--- config.mk ---
export PLATFORM = sky130hd
export DESIGN_NAME = rxs_stat_counters
export DESIGN_NICKNAME = d
export VERILOG_FILES = /design/src/include/rxs_pkg.sv /design/src/verilog/rxs_stat_counters.sv
export SDC_FILE = /design/constraint.sdc
export NUM_CORES = 1
export LEC_CHECK = 0
export ABC_AREA = 0
export BUFFER_PORTS_ARGS = -buffer_cell sky130_fd_sc_hd__buf_2
export CORE_AREA = 5 5 168 170
export CTS_BUF_LIST = sky130_fd_sc_hd__clkbuf_4 sky130_fd_sc_hd__clkbuf_8
export CTS_CLUSTER_SIZE = 24
export DETAILED_ROUTE_END_ITERATION = 8
export DIE_AREA = 0 0 173 175
export PLACE_DENSITY = 0.51
export RECOVER_POWER = 25
export SLEW_MARGIN = 15
export SYNTH_ARGS = -nofsm -noshare
export SYNTH_HDL_FRONTEND = slang
export SYNTH_SLANG_ARGS = --single-unit
--- constraint.sdc ---
create_clock -name core_clk_in -period 2.2 [get_ports core_clk_in]
set_input_delay 0.11 -clock core_clk_in [delete_from_list [all_inputs] [get_ports core_clk_in]]
set_output_delay 0.11 -clock core_clk_in [all_outputs]
set_load 0.05 [all_outputs]
--- src/include/rxs_pkg.sv ---
// Purpose: shared constants and carriers for the rx error statistics bank
// Assumes: one 25 MHz clock, synchronous active-low reset
// Notes: counters are clear-on-read, saturating; map 2 forwards to the pcs
package rxs_pkg;

   // memory map selectors
   localparam logic [3:0] RXS_MAP_MAC = 4'h1;
   localparam logic [3:0] RXS_MAP_PCS = 4'h2;

   // register offsets inside the mac map
   localparam logic [15:0] RXS_OFS_FCS = 16'h004E;
   localparam logic [15:0] RXS_OFS_SYM = 16'h004F;
   localparam logic [15:0] RXS_OFS_ALIGN = 16'h0050;
   localparam logic [15:0] RXS_OFS_OVF = 16'h0051;
   localparam logic [15:0] RXS_OFS_FILT = 16'h0052;

   // counter widths, limits and reset values
   localparam int RXS_ERR_W = 10;
   localparam logic [9:0] RXS_ERR_MAX = 10'h3FF;
   localparam logic [9:0] RXS_ERR_RST = 10'h000;
   localparam logic [31:0] RXS_FILT_MAX = 32'h0FFFFFFF;
   localparam logic [31:0] RXS_FILT_RST = 32'h00000000;
   localparam logic [15:0] RXS_PCS_UPPER = 16'h0000;
   localparam int RXS_N_ERR = 4;

   // index of each small counter in the array
   localparam int RXS_I_FCS = 0;
   localparam int RXS_I_SYM = 1;
   localparam int RXS_I_ALIGN = 2;
   localparam int RXS_I_OVF = 3;

   // one register access from the spi front end
   typedef struct packed {
      logic valid;
      logic write;
      logic [3:0] mms;
      logic [15:0] addr;
      logic [31:0] wdata;
   } rxs_req_s;

   // per-frame event pulses from the receive mac
   typedef struct packed {
      logic good;
      logic fcs_err;
      logic sym_err;
      logic align_err;
      logic ovf_abort;
      logic filt_drop;
   } rxs_ev_s;

   // forwarded access to the 16-bit pcs register set
   typedef struct packed {
      logic rd;
      logic wr;
      logic [15:0] addr;
      logic [15:0] wdata;
   } rxs_pcs_s;

endpackage : rxs_pkg

--- src/verilog/rxs_stat_counters.sv ---
// Purpose: receive error statistics counters with clear-on-read access
// Assumes: inputs synchronous to core_clk_in; event inputs are 1-cycle pulses
// Notes: read data appears one edge after the request is taken
// Behaviour
// - ten-bit counter of fcs mismatch drops
// - fcs counter saturates, clears when read
// - ten-bit counter of symbol error drops
// - ten-bit counter of non byte-aligned drops
// - ten-bit counter of rx overflow aborts
// - overflow aborts still reported as received ok
// - symbol, align, overflow counters saturate, clear-on-read
// - 32-bit counter of address filtered drops
// - filtered frames still reported as received ok
// - filtered counter saturates, clears when read
// - pcs map: upper bytes read zero, unwritable
// - pcs map aliases the pcs register set
module rxs_stat_counters
   import rxs_pkg::*;
(
   input wire logic core_clk_in,
   input wire logic nrst_in,
   input wire logic ce_in,
   input wire rxs_req_s req_in,
   input wire rxs_ev_s ev_in,
   input wire logic [15:0] pcs_rdata_in,
   output rxs_pcs_s pcs_out,
   output logic [31:0] rdata_out,
   output logic done_out,
   output logic rx_ok_out
);

   // saturating increment with clear; an event on the clearing cycle leaves a count of one
   function automatic logic [31:0] rxs_sat_inc(input logic [31:0] cnt, input logic ev,
                                               input logic clr, input logic [31:0] lim);
      logic [31:0] res;
      res = cnt;
      if (clr) begin
         res = ev ? 32'h00000001 : 32'h00000000;
      end else if (ev && cnt != lim) begin
         res = cnt + 32'h00000001;
      end
      return res;
   endfunction : rxs_sat_inc

   logic [RXS_ERR_W-1:0] err_cnt [RXS_N_ERR];
   logic [RXS_ERR_W-1:0] next_err_cnt [RXS_N_ERR];
   logic [31:0] filt_cnt;
   logic [31:0] next_filt_cnt;
   logic [31:0] hold;
   logic [31:0] next_hold;
   logic pend_rd;
   logic next_pend_rd;
   logic pend_pcs;
   logic next_pend_pcs;
   logic [31:0] next_rdata;
   logic next_done;
   logic next_rx_ok;
   rxs_pcs_s next_pcs;
   logic mac_rd;
   logic [RXS_N_ERR-1:0] err_ev;
   logic [RXS_N_ERR-1:0] err_clr;
   logic filt_clr;
   logic [31:0] tmp;

   // decode and next state of the counters and access pipeline
   always_comb begin
      mac_rd = req_in.valid && !req_in.write && req_in.mms == RXS_MAP_MAC;
      err_ev = {ev_in.ovf_abort, ev_in.align_err, ev_in.sym_err, ev_in.fcs_err};
      err_clr[RXS_I_FCS] = mac_rd && req_in.addr == RXS_OFS_FCS;
      err_clr[RXS_I_SYM] = mac_rd && req_in.addr == RXS_OFS_SYM;
      err_clr[RXS_I_ALIGN] = mac_rd && req_in.addr == RXS_OFS_ALIGN;
      err_clr[RXS_I_OVF] = mac_rd && req_in.addr == RXS_OFS_OVF;
      filt_clr = mac_rd && req_in.addr == RXS_OFS_FILT;
      for (int i = 0; i < RXS_N_ERR; i++) begin
         tmp = rxs_sat_inc({22'h000000, err_cnt[i]}, err_ev[i], err_clr[i],
                           {22'h000000, RXS_ERR_MAX});
         next_err_cnt[i] = tmp[RXS_ERR_W-1:0];
      end
      // filtered drops, 32-bit saturating
      // the limit keeps the top nibble clear, so bits 31:28 never fill
      next_filt_cnt = rxs_sat_inc(filt_cnt, ev_in.filt_drop, filt_clr, RXS_FILT_MAX);
      // value before the clear is what the host sees; unused bits read zero
      // captured at the taking edge, so a count landing in the same cycle
      // goes to the freshly cleared counter instead of being lost
      next_hold = 32'h00000000;
      for (int i = 0; i < RXS_N_ERR; i++) begin
         if (err_clr[i]) begin
            next_hold = {22'h000000, err_cnt[i]};
         end
      end
      if (filt_clr) begin
         next_hold = filt_cnt;
      end
      // map 2 goes straight to the pcs registers
      // only the low half is forwarded on writes
      // addr follows the bus every cycle; only rd and wr give it meaning
      next_pcs.rd = req_in.valid && !req_in.write && req_in.mms == RXS_MAP_PCS;
      next_pcs.wr = req_in.valid && req_in.write && req_in.mms == RXS_MAP_PCS;
      next_pcs.addr = req_in.addr;
      next_pcs.wdata = req_in.wdata[15:0];
      next_pend_rd = req_in.valid;
      next_pend_pcs = req_in.mms == RXS_MAP_PCS;
      // upper bytes of a pcs read are zero
      next_rdata = pend_pcs ? {RXS_PCS_UPPER, pcs_rdata_in} : hold;
      next_done = pend_rd;
      // overflow and filtered frames still count as good
      next_rx_ok = ev_in.good || ev_in.ovf_abort || ev_in.filt_drop;
   end

   // state registers; clock enable freezes everything
   always_ff @(posedge core_clk_in) begin
      if (!nrst_in) begin
         for (int i = 0; i < RXS_N_ERR; i++) begin
            err_cnt[i] <= RXS_ERR_RST;
         end
         filt_cnt <= RXS_FILT_RST;
         hold <= 32'h00000000;
         pend_rd <= 1'b0;
         pend_pcs <= 1'b0;
         pcs_out <= '0;
         rdata_out <= 32'h00000000;
         done_out <= 1'b0;
         rx_ok_out <= 1'b0;
      end else if (ce_in) begin
         err_cnt <= next_err_cnt;
         filt_cnt <= next_filt_cnt;
         hold <= next_hold;
         pend_rd <= next_pend_rd;
         pend_pcs <= next_pend_pcs;
         pcs_out <= next_pcs;
         rdata_out <= next_rdata;
         done_out <= next_done;
         rx_ok_out <= next_rx_ok;
      end
   end
endmodule : rxs_stat_counters

==> summary.txt <==
Status - finished clean
Via Count - 7397
Later-pin clock latency in the skew report - 0.46 ns
CTS tree - yes
Synth top area cells - dfxtp_1 (45%), mux2i_1 (6.7%), nor2_1 (6.3%), a21oi_1 (4.1%), xor2_1 (3.5%)
Iteration-0 DRC Markers - 443
EDFF count, synth - 0
Overall routing resource usage - 15.1%
Yosys warns - 0
Flop pwr share - 50.5%
Critical path buffers and inverters - 5
Yosys reg bits - 174
Largest net degree at the start of global routing - 55
Clock Skew - 0.0104 ns
Fin crit share - 98.7%
Core Rows - 60
VDD IR max - 0.307 mV
Vias per cell - 4.97
Clock power frac - 37.7%
Initial antenna violation count - 0
Register area share after synthesis - 44.8%
Crit path cell chain - dlygate4sd3_1, buf_2, nor3b_1, buf_4, nand3_4, nor4_4, buf_6, o311ai_4, buf_4, or4_1, a21oi_1
Top FF cell, synth - dfxtp_1
P_sw - 1.77 mW
R2R Setup Slk - 0.13 ns
Port Buf Inserts - 130
Drt wl/cell - 15.6 um
Syn Std Cell Area - 7780 um2
Clk pin slew, worst setup/hold paths - 0.09 ns
PwrDens - 621 nW/um2
Min Clock Period, post-route - 2.17 ns
Final setup viols - 0
Placer Congestion - 0.860
Pwr Total - 6.46 mW
Setup TNS Final - 0 ns
Root buf cell - clkbuf_8
Switching Fraction - 27.4%
Initial Util - 29.3%
Crit-path max cell delay - 0.54 ns
Least-Margin Pin Slew - 1.13 ns
H-tree Lvls - 4
Die Wd - 173 um
P_leak - 3.98 nW
Area leader, netlist - dfxtp_1
Cell variety after synth - 58
Async set or reset register ratio after synthesis - 0%
RSZ-0062 raised after global routing - yes
Pint - 4.70 mW
Top cell by count, worst path - buf_4
Final Hold Violating Endpoints - 0
Detail Route Antenna Nets - 0
CP Capture Type - flop
Mapped Avg Cell Area - 8.71 um2
Core Region - 26600 um2
Final wirelength - 23200 um
CP arrival - 2.57 ns
Num CTS Buffers - 17
Antenna cell count - 0
FMAX - 461 MHz
Die Height - 175 um
Die Area - 30300 um2
Congestion Overflow GR - 0
HP Class - input pin to flop
Worst setup SP type - input pin
Crit-path slowest cell - dlygate4sd3_1
Vias in the first global route - 7312
Core Util, Final - 39.1%
Top cell type's share of synthesized area - 44.8%
Synth Instances - 893
Maxcap violations - 0
Mapped Nets - 977
Layout net count - 1218
CTS Sinks - 174
Slew headroom - 24.6%
Detailed placement HPWL - 16400 um
CTS max path bufs - 2
Critical path's top delay family - buffers and inverters
I/O pin count - 147
Final Slew Violations - 0
First-pass DRT Iterations - 5
Synth-to-layout area growth - 33.7%
Final Hold Slack - 0.0242 ns
Worst EP required - 2.60 ns
First-pass GRT wire length - 38000 um
CP max FO - 6
DRC violations left - 0
Share of layout cells above drive strength 1 - 23.9%
Comb pwr share - 11.8%
Crit path kind - input pin to flop
power groups by stage:
stage          clock (mW)  sequential, mW  combinational, mW
2_1_floorplan           0            3.51              0.261
3_3_place_gp            0            3.33              0.689
3_5_place_dp            0            3.33              0.693
4_1_cts              2.53            3.26              0.764
5_1_grt              2.65            3.27              0.825
6_report             2.44            3.26              0.765
state kept, by name (all words and copies together), names as in the netlist:
| name | flops |
|---|---|
| filt_cnt | 32 |
| err_cnt | 40 |
| rx_ok_out | 1 |
| done_out | 1 |
| pend_pcs | 1 |
| pcs_out | 34 |
| rdata_out | 32 |
| next_done | 1 |
| hold | 32 |
path summary, 6_finish.rpt:
path / depth (start not counted) / to / startpoint
setup / recovery: 11 / filt_cnt[13]$_SDFFE_PN0P_ / req_in[42]
hold / removal: 3 / rdata_out[8]$_SDFFE_PN0P_ / pcs_rdata_in[8]
setup reg to reg: 7 / filt_cnt[9]$_SDFFE_PN0P_ / filt_cnt[31]$_SDFFE_PN0P_
hold reg to reg: 2 / hold[11]$_SDFFE_PN0P_ / hold[11]$_SDFFE_PN0P_
synth_stat cells, drive strengths merged, types with 2 or more instances:
cell and n:
a22o 12, o221ai 2, o2111ai 3, o21ai 32
nor2 131, dfxtp 174, nor3b 2, mux2i 52
clkbuf 38, a22oi 24, a211oi 17, o31ai 15
inv 14, or3b 2, nor4b 4, a21oi 63
nor4 7, o21a 2, xnor2 9, o311ai 11
nand4 27, and3 6, a32o 2, or4 7
o211ai 6, xor2 31, ha 5, o22ai 4
buf 15, or3 22, and2 4, nand2 67
nand3 47, a32oi 3, a31oi 7, nor3 17
through the flow:
step	setup WS, ns	cell area (um2)	instances
after global placement	-0.0295	9350	1397
after floorplan	0.0885	7780	893
after global routing	-0.0319	10400	1487
after detailed placement	-0.0453	9350	1397
after CTS	0.0202	10300	1480
final	0.0293	10400	1487
cells in the final DEF (no fill, tap or decap), types with 15 or more instances in the layout:
master and count:
a21oi_1 63, a211oi_1 17, o21ai_0 26, or3_1 22, a22oi_1 24, nand3_1 46
xor2_1 31, buf_2 121, clkbuf_8 19, dlygate4sd3_1 52, nor3_1 15, nand2_1 67
dfxtp_1 172, nand4_1 27, mux2i_1 52, nor2_1 129, buf_4 85
repair_timing:
action	in CTS	in global routing
hold buffers	52	0
buffers inserted	0	6
resized for setup	2	15
cloned	0	1
pin swaps	0	5
hold endpoints to repair	53	0
endpoints found under the setup margin	13	30
cell families after synthesis:
| kind of cell | after synthesis | synth area share (%) |
|---|---|---|
| adders and majority gates | 5 | 0.804 |
| muxes | 52 | 6.69 |
| xor gates and xnor gates | 40 | 4.50 |
| and+or+nand+nor | 348 | 21.9 |
| buffers and inverters | 67 | 3.38 |
| DFF | 174 | 44.8 |
| AOI/OAI and AO/OA | 207 | 18.0 |
worst min-delay path, cell delays in order:
cell,delay (ns)
buf_2,0.10
mux2i_1,0.13
a211oi_1,0.09
layout make-up:
| type | count | area, um2 |
|---|---|---|
| Fill cell | 2769 | 16200 |
| Timing Repair Buffer | 274 | 1890 |
| Clock inverter | 11 | 158 |
| Tap cell | 341 | 427 |
| Clock buffer | 20 | 269 |
| Inverter | 14 | 53.8 |
| Sequential cell | 174 | 3490 |
| Multi-Input combinational cell | 653 | 4120 |
metal layers:
metal	vias to the layer above	track usage [%]	routed length (um)
li1	3733	-	-
met1	3427	20.4	11300
met2	215	23.8	10100
met3	22	4.22	1520
met4	0	3.79	304
met5	-	0	0
Power figures use the tool's default switching activity.
